[config.mk]
export PLATFORM = sky130hd
export DESIGN_NAME = ees_slave
export DESIGN_NICKNAME = d
export VERILOG_FILES = /design/src/verilog/ees_pkg.sv /design/src/verilog/ees_pin_if.sv /design/src/verilog/ees_slave.sv /design/src/verilog/ees_pin_sync.sv
export SDC_FILE = /design/constraint.sdc
export NUM_CORES = 1
export LEC_CHECK = 0
export BUFFER_PORTS_ARGS = -buffer_cell sky130_fd_sc_hd__buf_4
export CORE_ASPECT_RATIO = 0.6
export CORE_UTILIZATION = 55
export DETAILED_ROUTE_END_ITERATION = 10
export PLACE_DENSITY = 0.75
export SETUP_SLACK_MARGIN = 0.2
export SLEW_MARGIN = 10
export SYNTH_ARGS = -nofsm -noshare
export SYNTH_HDL_FRONTEND = slang
export SYNTH_SLANG_ARGS = --single-unit
[constraint.sdc]
create_clock -name i_sys_clk -period 2.6 [get_ports i_sys_clk]
set_input_delay 0.39 -clock i_sys_clk [delete_from_list [all_inputs] [get_ports i_sys_clk]]
set_output_delay 0.39 -clock i_sys_clk [all_outputs]
set_load 0.05 [all_outputs]
[src/verilog/ees_pkg.sv]
/*
  constants, types and state encodings of the two-wire eeprom slave front end.
  assumes a 250 mhz system clock sampling the bus pins through synchronisers.
*/
package ees_pkg;
  localparam logic [3:0] EES_TYPE_ARRAY = 4'ha;  // main memory identifier
  localparam logic [3:0] EES_TYPE_SEC = 4'hb;  // secondary identifier
  localparam logic [1:0] EES_FN_IDPAGE = 2'h0;  // word function: id page
  localparam logic [1:0] EES_FN_LOCK = 2'h2;  // word function: lock
  localparam logic [1:0] EES_FN_SWP = 2'h3;  // word function: protect bit
  localparam logic [3:0] EES_BITS_BYTE = 4'h8;  // data bits per byte
  localparam logic [3:0] EES_BIT_ACK = 4'h8;  // bit index of ack slot
  localparam logic [3:0] EES_BITN_STOP = 4'h1;  // bits counted when stop closes the tenth clock
  localparam real EES_INIT_MS = 10.0;  // first_command_delay, ms
  localparam real EES_CLK_MHZ = 250.0;  // system clock rate
  localparam int EES_INIT_CYC = int'(EES_INIT_MS * 1000.0 * EES_CLK_MHZ);
  // protocol phases
  typedef enum logic [2:0] {
    EES_ST_IDLE = 3'b000,  // standby, waiting for start
    EES_ST_DEV = 3'b001,  // receiving address byte
    EES_ST_WORD = 3'b010,  // receiving word address byte
    EES_ST_DATA = 3'b011,  // receiving data bytes
    EES_ST_READ = 3'b100  // read phase, data engine owns the line
  } ees_state_e;
  // operation selected by address and word address
  typedef enum logic [2:0] {
    EES_OP_NONE = 3'b000,
    EES_OP_ARRAY = 3'b001,
    EES_OP_IDPAGE = 3'b010,
    EES_OP_LOCK = 3'b011,
    EES_OP_SWP = 3'b100,
    EES_OP_UID = 3'b101
  } ees_op_e;
endpackage

[src/verilog/ees_pin_if.sv]
/*
  interface carrying the synchronised bus events from the pin stage to the core.
  assumes both ends share i_sys_clk.
*/
`timescale 1ns/10ps
interface ees_pin_if;
  logic scl_rise;  // clock rising edge pulse
  logic scl_fall;  // clock falling edge pulse
  logic sda;  // synchronised data level
  logic start;  // start event pulse
  logic stop;  // stop event pulse
  modport src (output scl_rise, scl_fall, sda, start, stop);
  modport dst (input scl_rise, scl_fall, sda, start, stop);
endinterface

[src/verilog/ees_slave.sv]
/*
  two-wire eeprom slave front end: framing, acknowledge, address decode,
  word address capture, write-protect gating, standby and write launch.
  assumes pins arrive asynchronous; power-on and brown-out indications are levels.
*/
`timescale 1ns/10ps
module ees_slave
  import ees_pkg::*;
#(
  parameter int INIT_CYC = EES_INIT_CYC  // power-up settle before responding
)
(
  input wire logic i_sys_clk,
  input wire logic i_rst_n,
  input wire logic i_ce,  // clock enable, freezes all state
  input wire logic i_scl,  // serial clock pin
  input wire logic i_sda,  // serial data pin level
  output logic o_sda,  // data pin drive value (always 0)
  output logic o_sda_oe,  // high while pulling data low
  input wire logic i_por_ok,  // power-on reset released
  input wire logic i_brownout,  // supply below brownout_threshold
  input wire logic i_hw_wp,  // hardware write-protect pin
  input wire logic i_soft_write_protect_bit,  // stored protect bit
  input wire logic i_id_locked,  // id page locked
  input wire logic i_busy,  // self-timed write cycle running
  input wire logic i_read_ack_n,  // read data engine drives low on fall
  output logic o_standby,  // low-power standby
  output logic o_write_launch,  // pulse: start self-timed write
  output logic o_read_active,  // read phase owns data line
  output logic [2:0] o_op,  // selected operation
  output logic [10:0] o_array_addr,  // array address incl. top bits
  output logic [3:0] o_id_page_byte_offset,  // byte within id page
  output logic [7:0] o_data,  // last accepted data byte
  output logic o_data_valid  // pulse: data byte accepted
);
  // all protocol state in one record, control synchronisers included
  typedef struct packed {
    ees_state_e st;  // protocol phase
    ees_op_e op;  // chosen operation
    logic [7:0] sh;  // receive shifter
    logic [3:0] bitn;  // bit count within byte, 8 = ack slot
    logic ack;  // drive ack during slot
    logic acked_data;  // at least one data byte accepted
    logic in_ack;  // currently in ack slot
    logic is_write;  // direction of current command
    logic [10:0] addr;  // array address
    logic [3:0] idoff;  // id page offset
    logic [7:0] data;  // data byte register
    logic dvalid;  // data accepted pulse
    logic launch;  // write launch pulse
    logic [1:0] por_sync;  // power-on sync chain
    logic [1:0] bor_sync;  // brownout sync chain
    logic [1:0] wp_sync;  // write-protect sync chain
    logic ready;  // settle done after power-on
    logic [$clog2(INIT_CYC+1)-1:0] settle;  // settle counter, sized by the parameter
  } ees_core_s;
  ees_core_s c_q, c_d;

  ees_pin_if ev ();

  // pin synchronisers and event detection
  ees_pin_sync u_sync (
    .i_sys_clk(i_sys_clk),
    .i_rst_n(i_rst_n),
    .i_ce(i_ce),
    .i_scl(i_scl),
    .i_sda(i_sda),
    .ev(ev)
  );

  // true when the selected array or id page write is protected
  function automatic logic wp_blocks(input logic wp, input logic soft_write_protect_bit, input ees_op_e op);
    wp_blocks = (wp || soft_write_protect_bit) && (op == EES_OP_ARRAY || op == EES_OP_IDPAGE);
  endfunction

  logic alive;  // powered, settled and not browned out
  logic wp_lvl;  // synchronised hardware protect
  assign alive = c_q.por_sync[1] && !c_q.bor_sync[1] && c_q.ready;
  assign wp_lvl = c_q.wp_sync[1];

  // protocol next-state logic
  always_comb
  begin
    c_d = c_q;
    c_d.dvalid = 1'b0;
    c_d.launch = 1'b0;
    c_d.por_sync = {c_q.por_sync[0], i_por_ok};
    c_d.bor_sync = {c_q.bor_sync[0], i_brownout};
    c_d.wp_sync = {c_q.wp_sync[0], i_hw_wp};
    // settle count after power-on release
    if (!c_q.por_sync[1] || c_q.bor_sync[1])
    begin
      c_d.settle = '0;
      c_d.ready = 1'b0;
    end
    else if (!c_q.ready)
    begin
      if (c_q.settle >= INIT_CYC[$bits(c_q.settle)-1:0])
        c_d.ready = 1'b1;
      else
        c_d.settle = c_q.settle + 1'b1;
    end
    if (!alive)
    begin
      // brown-out or pre-power: protocol reset, silent
      c_d.st = EES_ST_IDLE;
      c_d.ack = 1'b0;
      c_d.in_ack = 1'b0;
      c_d.op = EES_OP_NONE;
    end
    else if (ev.stop)
    begin
      // stop in tenth clock of a write after an accepted data byte
      // the tenth clock's rise has already been counted as one bit
      if (c_q.st == EES_ST_DATA && c_q.is_write && c_q.acked_data && c_q.bitn == EES_BITN_STOP && !c_q.in_ack)
        c_d.launch = 1'b1;
      c_d.st = EES_ST_IDLE;
      c_d.ack = 1'b0;
      c_d.in_ack = 1'b0;
    end
    else if (ev.start)
    begin
      // start always re-frames, recovering any broken transfer
      c_d.st = EES_ST_DEV;
      c_d.bitn = '0;
      c_d.ack = 1'b0;
      c_d.in_ack = 1'b0;
      c_d.acked_data = 1'b0;
    end
    else if (c_q.st != EES_ST_IDLE && c_q.st != EES_ST_READ)
    begin
      if (ev.scl_rise && !c_q.in_ack)
      begin
        // sample on rising edge, msb first
        c_d.sh = {c_q.sh[6:0], ev.sda};
        c_d.bitn = c_q.bitn + 1'b1;
      end
      else if (ev.scl_rise && c_q.in_ack)
        c_d.bitn = '0;
      else if (ev.scl_fall && c_q.bitn == EES_BIT_ACK && !c_q.in_ack)
      begin
        // byte complete: decide the ninth-clock answer
        c_d.in_ack = 1'b1;
        c_d.ack = 1'b0;
        case (c_q.st)
          EES_ST_DEV:
          begin
            c_d.is_write = !c_q.sh[0];
            if (c_q.sh[7:4] == EES_TYPE_ARRAY && !i_busy)
            begin
              c_d.ack = 1'b1;
              c_d.op = EES_OP_ARRAY;
              c_d.addr[10:8] = c_q.sh[3:1];
            end
            else if (c_q.sh[7:4] == EES_TYPE_SEC && !i_busy)
            begin
              c_d.ack = 1'b1;
              c_d.op = c_q.sh[0] ? EES_OP_UID : EES_OP_LOCK;
            end
          end
          EES_ST_WORD:
          begin
            c_d.ack = 1'b1;
            if (c_q.op == EES_OP_ARRAY)
              c_d.addr[7:0] = c_q.sh;
            else if (c_q.sh[7:6] == EES_FN_IDPAGE)
            begin
              c_d.op = EES_OP_IDPAGE;
              c_d.idoff = c_q.sh[3:0];
            end
            else if (c_q.sh[7:6] == EES_FN_LOCK && c_q.is_write)
              c_d.op = EES_OP_LOCK;
            else if (c_q.sh[7:6] == EES_FN_SWP)
              c_d.op = EES_OP_SWP;
            else if (!c_q.is_write)
              c_d.op = EES_OP_UID;
            else
              c_d.ack = 1'b0;
          end
          EES_ST_DATA:
          begin
            // protected or locked writes refused per data byte
            if (!wp_blocks(wp_lvl, i_soft_write_protect_bit, c_q.op)
                && !((c_q.op == EES_OP_IDPAGE || c_q.op == EES_OP_LOCK) && i_id_locked))
            begin
              c_d.ack = 1'b1;
              c_d.acked_data = 1'b1;
              c_d.data = c_q.sh;
              c_d.dvalid = 1'b1;
            end
          end
          default:
            c_d.ack = 1'b0;
        endcase
      end
      else if (ev.scl_fall && c_q.in_ack)
      begin
        // end of ninth clock: advance, stay in data after a refused data byte, or return to standby
        c_d.in_ack = 1'b0;
        c_d.ack = 1'b0;
        c_d.bitn = '0;
        if (!c_q.ack)
          c_d.st = (c_q.st == EES_ST_DATA) ? EES_ST_DATA : EES_ST_IDLE;
        else
          case (c_q.st)
            EES_ST_DEV:
              c_d.st = c_q.is_write ? EES_ST_WORD : EES_ST_READ;
            EES_ST_WORD:
              c_d.st = c_q.is_write ? EES_ST_DATA : EES_ST_READ;
            EES_ST_DATA:
              c_d.st = EES_ST_DATA;
            default:
              c_d.st = EES_ST_IDLE;
          endcase
      end
    end
  end

  // state register
  always_ff @(posedge i_sys_clk or negedge i_rst_n)
  begin
    if (!i_rst_n)
      c_q <= '0;
    else if (i_ce)
      c_q <= c_d;
  end

  // line driven low only for ack slot or read engine; changes follow falls
  assign o_sda = 1'b0;
  assign o_sda_oe = (c_q.ack && c_q.in_ack) || (c_q.st == EES_ST_READ && !i_read_ack_n);
  assign o_standby = (c_q.st == EES_ST_IDLE) && !i_busy;
  assign o_write_launch = c_q.launch;
  assign o_read_active = (c_q.st == EES_ST_READ);
  assign o_op = c_q.op;
  assign o_array_addr = c_q.addr;
  assign o_id_page_byte_offset = c_q.idoff;
  assign o_data = c_q.data;
  assign o_data_valid = c_q.dvalid;
endmodule

[src/verilog/ees_pin_sync.sv]
/*
  two-flop synchronisers on the bus pins and edge/start/stop event detection.
  assumes raw asynchronous pin levels; events are decoded from the second flop with no added cycle.
*/
`timescale 1ns/10ps
module ees_pin_sync
  import ees_pkg::*;
(
  input wire logic i_sys_clk,
  input wire logic i_rst_n,
  input wire logic i_ce,
  input wire logic i_scl,
  input wire logic i_sda,
  ees_pin_if.src ev
);
  // all state in one record
  typedef struct packed {
    logic [1:0] scl_sync;  // [0] first flop, [1] second flop
    logic [1:0] sda_sync;
    logic scl_prev;  // previous stable clock sample
    logic sda_prev;
  } ees_sync_s;
  ees_sync_s s_q, s_d;

  // next state: shift synchronisers, keep last stable sample
  always_comb
  begin
    s_d = s_q;
    s_d.scl_sync = {s_q.scl_sync[0], i_scl};
    s_d.sda_sync = {s_q.sda_sync[0], i_sda};
    s_d.scl_prev = s_q.scl_sync[1];
    s_d.sda_prev = s_q.sda_sync[1];
  end

  // registered state, idle bus is high
  always_ff @(posedge i_sys_clk or negedge i_rst_n)
  begin
    if (!i_rst_n)
      s_q <= '1;
    else if (i_ce)
      s_q <= s_d;
  end

  // events only from second-stage samples
  assign ev.sda = s_q.sda_sync[1];
  assign ev.scl_rise = i_ce && s_q.scl_sync[1] && !s_q.scl_prev;
  assign ev.scl_fall = i_ce && !s_q.scl_sync[1] && s_q.scl_prev;
  // data change while clock high and steady
  assign ev.start = i_ce && s_q.scl_sync[1] && s_q.scl_prev && s_q.sda_prev && !s_q.sda_sync[1];
  assign ev.stop = i_ce && s_q.scl_sync[1] && s_q.scl_prev && !s_q.sda_prev && s_q.sda_sync[1];
endmodule

==> results of run 1 <==
registers in the layout, summed over array words and instances (netlist names):
signal and cells:
c_q 45, o_array_addr 11, o_data 8, o_id_page_byte_offset 4, c_d 3, o_op 3, u_sync.s_d 3, u_sync.s_q 2
o_data_valid 1, o_write_launch 1, u_sync.ev.sda 1
final cells by class:
| type | instances | area (µm²) | share of cell area [%] |
|---|---|---|---|
| timing repair buffer | 67 | 510 | 9.78 |
| clock buffer | 10 | 239 | 4.58 |
| sequential | 82 | 2060 | 39.5 |
| inverter | 15 | 56.3 | 1.08 |
| clock inverter | 6 | 66.3 | 1.27 |
| tap | 108 | 135 | 2.59 |
| multi-input combinational | 297 | 2150 | 41.2 |
metrics by stage:
step	instances	util, %
global route	585	65.9
CTS	580	65.1
global placement	564	61.2
floorplan	439	-
finish	585	65.9
detailed placement	564	61.2
power breakdown:
part	total, mW	switching, mW	internal, mW
Sequential	1.36	0.0378	1.32
Clock	1.29	0.522	0.769
Combinational	0.245	0.151	0.0941
Total	2.89	0.711	2.18
layout by cell type (no fill, tap or decap), drive strengths merged, types with 4 or more instances in the layout:
cell | Yosys | final
ha | 8 | 8
a22o | 10 | 10
nor2 | 18 | 18
clkbuf | 13 | 10
a21oi | 15 | 15
nor3 | 15 | 15
nand2 | 31 | 31
inv | 15 | 15
or2 | 5 | 5
dfrtp | 76 | 76
buf | 32 | 67
mux2 | 43 | 43
nor4 | 11 | 11
o31ai | 17 | 17
o21ai | 29 | 29
mux2i | 4 | 4
nand3 | 14 | 14
o211ai | 4 | 4
nand3b | 4 | 4
nand4 | 6 | 6
nand2b | 8 | 8
and3 | 4 | 4
dfstp | 6 | 6
critical path: stages (launching register included):
cell	delay, ns
dfrtp_1	0.39
inv_1	0.10
ha_2	0.21
or4b_2	0.68
nand4b_1	0.15
a211oi_1	0.08
o21ai_1	0.25
mux2_2	0.37
final timing paths:
kind                            start              end  slack, ns  depth (start not counted)
max                           c_q[68]          o_op[2]       0.27                          7
min                           i_rst_n  o_array_addr[7]       0.19                          1
max reg2reg                   c_q[68]          o_op[2]       0.27                          7
min reg2reg                   c_d[24]          c_d[24]       0.50                          1
max in group asynchronous     i_rst_n    u_sync.s_q[1]       1.63                          2
min in group i_sys_clk     i_brownout          c_d[26]       0.28                          2
layer usage:
metal / global-route usage [%] / up-vias / share of wire, %
met4: 8.02 / 0 / 1.2
li1: - / 1657 / -
met3: 8.02 / 12 / 9.0
met5: 0 / - / 0
met1: 39.4 / 1726 / 49
met2: 34.8 / 159 / 40
timing repair:
| item | in CTS | in global routing |
|---|---|---|
| setup buffers | 0 | 4 |
| setup endpoints to repair | 26 | 24 |
| pin swaps | 0 | 3 |
| cloned | 0 | 1 |
| resized for setup | 2 | 9 |
logic make-up (layout without fill, tap and decap cells):
group	count (synthesis)	count (layout)	share of synthesized area (%)
and+or+nand+nor	139	139	17.9
AOI/OAI and AO/OA	100	100	14.8
DFF	82	82	45.5
buffers and inverters	60	98	7.47
muxes	47	47	11.6
adders and majority gates	8	8	2.21
xor gates and xnor gates	2	2	0.387
other	1	1	0.0829
==> results.py, run 1 <==
metrics = {
    "place": {
        "dp_hpwl_um": 7300,
        "io_buffers": 42,
        "pre_cts_slack_ns": 0.0899,
        "dpl_cell_area_um2": 4840,
        "gp_congestion": 0.914,
    },
    "timing": {
        "finalHoldWorstSlack_ns": 0.191,
        "hold_viol": 0,
        "worst_pin_slew_ns": 0.955,
        "setup_violations": 0,
        "clock.fmax_mhz": 429,
        "report.final.slew_viol_count": 0,
        "relSlewSlack_pct": 36.3,
        "rsz0062_at_grt": "yes",
        "setup_ws_ns": 0.267,
        "clock_skew_ns": 0.00862,
        "fin_setup_tns_ns": 0,
        "fin_crit_sh_pct": 89.7,
        "finalCriticalPeriod_ns": 2.33,
    },
    "cells_and_area": {
        "finalNetCount": 492,
        "drive_above_1_share_pct": 32.3,
        "fillCellCount": 624,
        "final_area_um2": 5220,
        "n_antenna_cell": 0,
        "area_growth_pct": 15.3,
    },
    "cts": {
        "clk_latency_ns": 0.35,
        "cts_buffers": 9,
        "clkTransAtPathRegs_ns": 0.06,
        "cts_num_sinks": 82,
        "cts_hold_buffers": 0,
        "cts.path.max_buffers": 2,
        "cts_root_buffer": "clkbuf_16",
        "htree_levels": 3,
        "cts_tree": "done",
    },
    "yosys": {
        "yosysTopAreaCell": "dfrtp_1",
        "ys_top_cells_by_count": "dfrtp_1, mux2_2, nand2_1, o21ai_0, buf_4",
        "synthesis.area_um2": 4520,
        "ys_seq_area_share_pct": 45.5,
        "syn_area_per_cell_um2": 10.3,
        "synth.area.top_cells": "dfrtp_1, mux2_2, buf_4, dfstp_2, o21ai_0",
        "yosys_warnings": 0,
        "synthArstFlopShare_pct": 100,
        "synth_ff_type": "dfrtp_1",
        "synth_enable_flop_cells": 0,
        "synthCells": 439,
        "synth_nets": 459,
        "synth_most_common_cell": "dfrtp_1",
        "synth_cell_types": 62,
        "yosysTopAreaCellShare_pct": 42.0,
        "ys_ff_latch": 82,
    },
    "floorplanning": {
        "die_h_um": 72.3,
        "die_w_um": 119,
        "dieArea_um2": 8600,
        "fp-row-count": 25,
        "coreArea_um2": 7910,
        "start_util_pct": 57.2,
        "io_pins": 44,
    },
    "global_route": {
        "antenna_found_initial": 0,
        "grt_overflow": 0,
        "grt_usage_pct": 25.9,
        "grt_max_degree": 78,
        "grt_pass1_wl_um": 16800,
        "grt_pass1_vias": 3192,
    },
    "drt": {
        "drc": 0,
        "vias_per_cell": 6.08,
        "final_antenna_net_count": 0,
        "first_pass_iters": 5,
        "via_count": 3554,
        "drt_iter0_drc": 264,
        "postRouteWirelength_um": 10500,
        "wl_per_cell_um": 18.0,
    },
    "power_and_ir_drop": {
        "p_per_area_nw_per_um2": 554,
        "cellLeakagePower_nw": 2.40,
        "ir_worst_vdd_uv": 420,
        "finalPower_mw": 2.89,
    },
    "setup_path": {
        "start_kind": "flop",
        "cp-end-kind": "flop",
        "required_ns": 2.83,
        "critPathKind": "reg2reg",
        "cp.arrival_ns": 2.57,
        "cp_max_fo": 4,
    },
    "status": {
        "outcome": "completed",
    },
    "min_path": {
        "min_path_type": "in2async",
    },
    "job": {
        "max_cap_violations": 0,
    },
}
Power figures use the tool's default switching activity.
==> run 2, diff against run 1 <==
- CORE_UTILIZATION: 55 -> 40
- PLACE_DENSITY: 0.75 -> unset
- RECOVER_POWER: unset -> 25
==> run 2 against run 1 <==
Against the previous run:
- the run now ends with max-capacitance violations, max-slew violations left
- clock-buffer cell count grew 2
- first-iteration DRC count rose by 0.76%
- non-clock buffer count grew 2
- critical path depth unchanged
- register-to-register slack improved by 0.06 ns
- flip-flop and latch count unchanged
- combinational power rose by 4%
- critical path type unchanged
- critical endpoint is now o_array_addr[4]
- largest power group is now the clock network
==> results.py, run 2 (synthesis gave the netlist of run 1 again) <==
metrics = {
    "cts": {
        "htree_levels": 3,
        "clkTransAtPathRegs_ns": 0.06,
        "cts_tree": "done",
        "cts_buffers": 9,
        "cts.path.max_buffers": 2,
        "post_cts_buffers": 0,
        "clk_latency_ns": 0.34,
        "cts_root_buffer": "clkbuf_16",
        "cts_num_sinks": 82,
    },
    "status": {
        "failed_checks": "max-capacitance violations, max-slew violations",
        "outcome": "complete, but fails checks",
    },
    "cells_and_area": {
        "finalNetCount": 494,
        "seq_area_um2": 2060,
        "largest_reg_flops": 45,
        "layout.cells.most_common": "dfrtp_1",
        "n_antenna_cell": 0,
        "fillCellCount": 984,
        "drive_above_1_share_pct": 31.3,
        "area_growth_pct": 17.2,
        "largest_register": "c_q",
        "final_cell_mix": "dfrtp_1, buf_4, mux2_2",
        "multi_input_area_um2": 2130,
        "final-instance-count-excl-fill": 618,
    },
    "setup_path": {
        "required_ns": 2.81,
        "cp_max_fo": 8,
        "rrSetupSlack_ns": 0.33,
        "cp.arrival_ns": 2.48,
        "cp_cell_sequence": "inv_1, ha_1, nand3_2, or4_4, nor4_4, buf_4, mux2_1",
        "start_kind": "flop",
        "cp-end-kind": "flop",
        "crit_path_max_incr_delay_ns": 0.56,
        "critPathKind": "reg2reg",
        "slowest_stage": "or4_4",
    },
    "timing": {
        "finalCriticalPeriod_ns": 2.27,
        "setup_ws_ns": 0.328,
        "clock.fmax_mhz": 440,
        "finalHoldWorstSlack_ns": 0.288,
        "worst_pin_slew_ns": 2.01,
        "setup_violations": 0,
        "fin_crit_sh_pct": 87.4,
        "clock_skew_ns": 0.00532,
        "rsz0062_at_grt": "no",
        "hold_viol": 0,
        "report.final.slew_viol_count": 35,
        "fin_setup_tns_ns": 0,
        "relSlewSlack_pct": -34.0,
    },
    "floorplanning": {
        "start_util_pct": 42.0,
        "fp-row-count": 29,
        "die_h_um": 84.4,
        "io_pins": 44,
        "coreArea_um2": 10800,
        "die_w_um": 139,
        "dieArea_um2": 11800,
    },
    "min_path": {
        "min_path_type": "in2reg",
    },
    "drt": {
        "drt_iter0_drc": 266,
        "first_pass_iters": 6,
        "final_antenna_net_count": 0,
        "drc": 0,
        "vias_per_cell": 5.67,
        "wl_per_cell_um": 17.4,
        "via_count": 3502,
        "postRouteWirelength_um": 10800,
    },
    "power_and_ir_drop": {
        "internal_power_mw": 2.41,
        "swShare_pct": 22.5,
        "ir_worst_vdd_uv": 361,
        "cellLeakagePower_nw": 2.43,
        "pwr-share-seq_pct": 43.7,
        "p_clk_share_pct": 48.1,
        "p_switching_mw": 0.698,
        "p_per_area_nw_per_um2": 586,
        "finalPower_mw": 3.11,
        "comb_power_share_pct": 8.2,
    },
    "place": {
        "gp_congestion": 0.842,
        "dp_hpwl_um": 7880,
        "pre_cts_slack_ns": 0.228,
        "io_buffers": 42,
        "dp_cells": 602,
    },
    "global_route": {
        "antenna_found_initial": 0,
        "grt_overflow": 0,
        "grt_usage_pct": 19.4,
        "grt_pass1_vias": 3217,
        "grt_max_degree": 49,
        "grt_pass1_wl_um": 17600,
    },
    "job": {
        "max_cap_violations": 1,
    },
}
## run 2: cell count changes in the layout (fill, tap and decap cells not counted), sizes merged
cell,delta
clkbuf,+3
bufinv,+2
clkinv,-2
clkinvlp,-2
buf,+1
## run 2: repair_timing
action / 4_1_cts / 5_1_grt
setup endpoints to repair: 0 / 30
hold buffers: 0 / 0
resized for setup: 0 / 2
## run 2: worst paths after layout
path,endpoint,depth (start not counted),from
worst max register to register,o_array_addr[4],7,c_q[59]
max in group asynchronous,c_q[26],1,i_rst_n
worst min register to register,o_data_valid,1,o_data_valid
worst min-delay path,c_d[24],2,i_hw_wp
worst max-delay path,o_array_addr[4],7,c_q[59]
min in group asynchronous,c_q[2],1,i_rst_n
## run 2: power groups by stage
stage / clock network (mW) / registers (mW) / logic [mW]
2_1_floorplan: 0 / 1.37 / 0.151
3_3_place_gp: 0 / 1.38 / 0.249
3_5_place_dp: 0 / 1.38 / 0.255
4_1_cts: 1.53 / 1.36 / 0.256
5_1_grt: 1.58 / 1.36 / 0.285
6_report: 1.49 / 1.36 / 0.255
## run 2: through the flow
stage,util (%),area [µm²]
2_1_floorplan,-,4520
3_3_place_gp,45.9,4950
3_5_place_dp,45.9,4950
4_1_cts,49.2,5300
5_1_grt,49.2,5300
6_report,49.2,5300
## run 2: worst max-delay path: cells and delay by family, from the launching register on
family | cells | cell delay (ns)
multiplexers | 1 | 0.34
buffers and inverters | 2 | 0.31
adder cells (fa/ha/maj) | 1 | 0.15
AND/OR/NAND/NOR | 3 | 0.94
flip-flops | 1 | 0.41
## run 2: area by class of cell
cell class	instances	area share (%)
flip-flops and latches	82	38.8
repair buffers	69	9.94
well taps	139	3.28
clock buffers	12	4.84
multi-input cells	297	40.2
clock inverters	4	1.84
inverters	15	1.06
## run 2: metal layers
metal / global-route usage (%) / part of all wire, % / vias up
met3: 5.59 / 7.4 / 8
met5: 0 / 0 / -
met1: 32.4 / 55 / 1705
met2: 23.3 / 37 / 135
met4: 3.94 / 0.84 / 0
li1: - / - / 1654
==> run 3, diff against run 2 <==
- GPL_ROUTABILITY_DRIVEN: unset -> 1
- REMOVE_ABC_BUFFERS: unset -> 1
==> run 3 against run 2 <==
Against the previous run:
- the run now ends clean
- critical path depth did not move
- critical path type unchanged
- non-clock buffer count fell by 3
- first-iteration DRC count rose by 55%
- highest routed layer unchanged
- die area did not move
- register-to-register slack got worse by 0.03 ns
==> results.py, run 3 (synthesis gave the netlist of run 1 again) <==
metrics = {
    "setup_path": {
        "start_kind": "flop",
        "critPathKind": "reg2reg",
        "cp.arrival_ns": 2.53,
        "rrSetupSlack_ns": 0.30,
        "cp_cell_sequence": "inv_1, ha_1, or4b_2, nand4b_1, a211oi_1, o21ai_1, mux2_2",
        "required_ns": 2.83,
        "crit_path_max_incr_delay_ns": 0.68,
        "cp-end-kind": "flop",
        "cp_max_fo": 5,
        "reg2reg_depth": 7,
        "r2r_start": "c_q[68]",
        "rr_endpoint": "o_op[2]",
        "slowest_stage": "or4b_2",
    },
    "global_route": {
        "grt_util_met3_pct": 5.25,
        "grt_pass1_wl_um": 18300,
        "grt_overflow": 0,
        "grt_usage_pct": 19.9,
        "met1_usage_pct": 31.4,
        "grt_pass1_vias": 3324,
        "antenna_found_initial": 0,
        "grt.busiest_layer": "met1",
        "met2_usage_pct": 26.3,
        "grt_max_degree": 45,
    },
    "cells_and_area": {
        "largest_register": "c_q",
        "drive_above_1_share_pct": 31.7,
        "area_growth_pct": 15.7,
        "final_area_um2": 5230,
        "final_cell_mix": "dfrtp_1, buf_4, mux2_2",
        "layout.cells.most_common": "dfrtp_1",
        "n_antenna_cell": 0,
        "largest_reg_flops": 45,
        "finalNetCount": 491,
        "fillCellCount": 1002,
        "seq_area_um2": 2060,
        "multi_input_area_um2": 2150,
    },
    "floorplanning": {
        "die_w_um": 139,
        "io_pins": 44,
        "dieArea_um2": 11800,
        "fp-row-count": 29,
        "start_util_pct": 42.0,
        "die_h_um": 84.4,
        "coreArea_um2": 10800,
    },
    "power_and_ir_drop": {
        "ir_worst_vdd_uv": 346,
        "p_per_area_nw_per_um2": 548,
        "cellLeakagePower_nw": 2.40,
    },
    "timing": {
        "hold_viol": 0,
        "relSlewSlack_pct": 24.3,
        "finalCriticalPeriod_ns": 2.30,
        "worst_pin_slew_ns": 1.14,
        "finalHoldWorstSlack_ns": 0.270,
        "clock_skew_ns": 0.00810,
        "setup_violations": 0,
        "fin_setup_tns_ns": 0,
        "fin_crit_sh_pct": 88.4,
        "rsz0062_at_grt": "no",
        "report.final.slew_viol_count": 0,
        "clock.fmax_mhz": 435,
    },
    "job": {
        "max_cap_violations": 0,
    },
    "cts": {
        "cts_root_buffer": "clkbuf_16",
        "cts_num_sinks": 82,
        "cts_tree": "done",
        "htree_levels": 3,
        "cts_buffers": 9,
        "cts.path.max_buffers": 2,
        "clk_latency_ns": 0.34,
        "cts_hold_buffers": 0,
        "clkTransAtPathRegs_ns": 0.07,
    },
    "place": {
        "dpl_cell_area_um2": 4910,
        "io_buffers": 42,
        "dp_hpwl_um": 7930,
        "gp_congestion": 0.872,
    },
    "drt": {
        "wl_per_cell_um": 17.9,
        "vias_per_cell": 5.69,
        "first_pass_iters": 5,
        "drt_iter0_drc": 413,
        "postRouteWirelength_um": 11000,
        "final_antenna_net_count": 0,
        "drc": 0,
        "via_count": 3502,
    },
    "min_path": {
        "min_path_type": "in2async",
    },
    "status": {
        "outcome": "completed",
    },
}
## run 3: cell count changes in the layout (fill, tap and decap cells not counted), sizes merged
cell    before  now
buf         68   64
inv         15   21
bufinv       3    0
clkbuf      13   11
## run 3: worst max-delay path by stage
stage                        from          endpoint  slack (ns)  depth (start not counted)
after floorplan           c_q[58]         o_data[0]        0.20                          6
after global placement    c_q[58]  o_array_addr[10]        0.13                          7
after detailed placement  c_q[58]   o_array_addr[9]        0.14                          7
after CTS                 c_q[68]           o_op[2]        0.22                          7
after global routing      c_q[58]   o_array_addr[7]        0.21                          8
final                     c_q[68]           o_op[2]        0.30                          7
## run 3: layout make-up
cell class	instances	area share, %
clock buffers	9	4.30
clock inverters	7	1.24
inverters	15	1.08
multi-input cells	297	41.2
flip-flops and latches	82	39.4
well taps	139	3.32
repair buffers	66	9.51
## run 3: metrics by stage
| step | setup slack (ns) | power, mW | util [%] | std cells |
|---|---|---|---|---|
| after floorplan | 0.197 | 1.51 | - | 394 |
| after global routing | 0.209 | 2.99 | 48.6 | 615 |
| after global placement | 0.129 | 1.62 | 45.6 | 597 |
| after detailed placement | 0.138 | 1.63 | 45.6 | 597 |
| final | 0.302 | 2.87 | 48.6 | 615 |
| after CTS | 0.219 | 2.90 | 48.4 | 613 |
## run 3: routing by layer
layer / share of wire (%) / up-vias / wire, µm
met4: 0.61 / 0 / 67
met5: 0 / - / 0
met1: 53 / 1739 / 5850
li1: - / 1647 / -
met2: 40 / 109 / 4400
met3: 6.2 / 7 / 685
## run 3: power breakdown
part           total [mW]  internal (mW)  switching, mW
sequential           1.36           1.32         0.0387
clock                1.26          0.675          0.587
combinational       0.249         0.0925          0.157
total                2.87           2.08          0.783
## run 3: what timing repair did
action | 4_1_cts | 5_1_grt
pin swaps | 0 | 1
resized for setup | 2 | 6
setup endpoints to repair | 23 | 25
buffers inserted | 0 | 2
## run 3: worst max-delay path, delay by kind of cell, from the launching register on
family / cells / cell delay (ns)
AND/OR/NAND/NOR: 2 / 0.80
flip-flops: 1 / 0.42
multiplexers: 1 / 0.35
AO/OA/AOI/OAI: 2 / 0.27
adder cells (fa/ha/maj): 1 / 0.24
buffers and inverters: 1 / 0.10
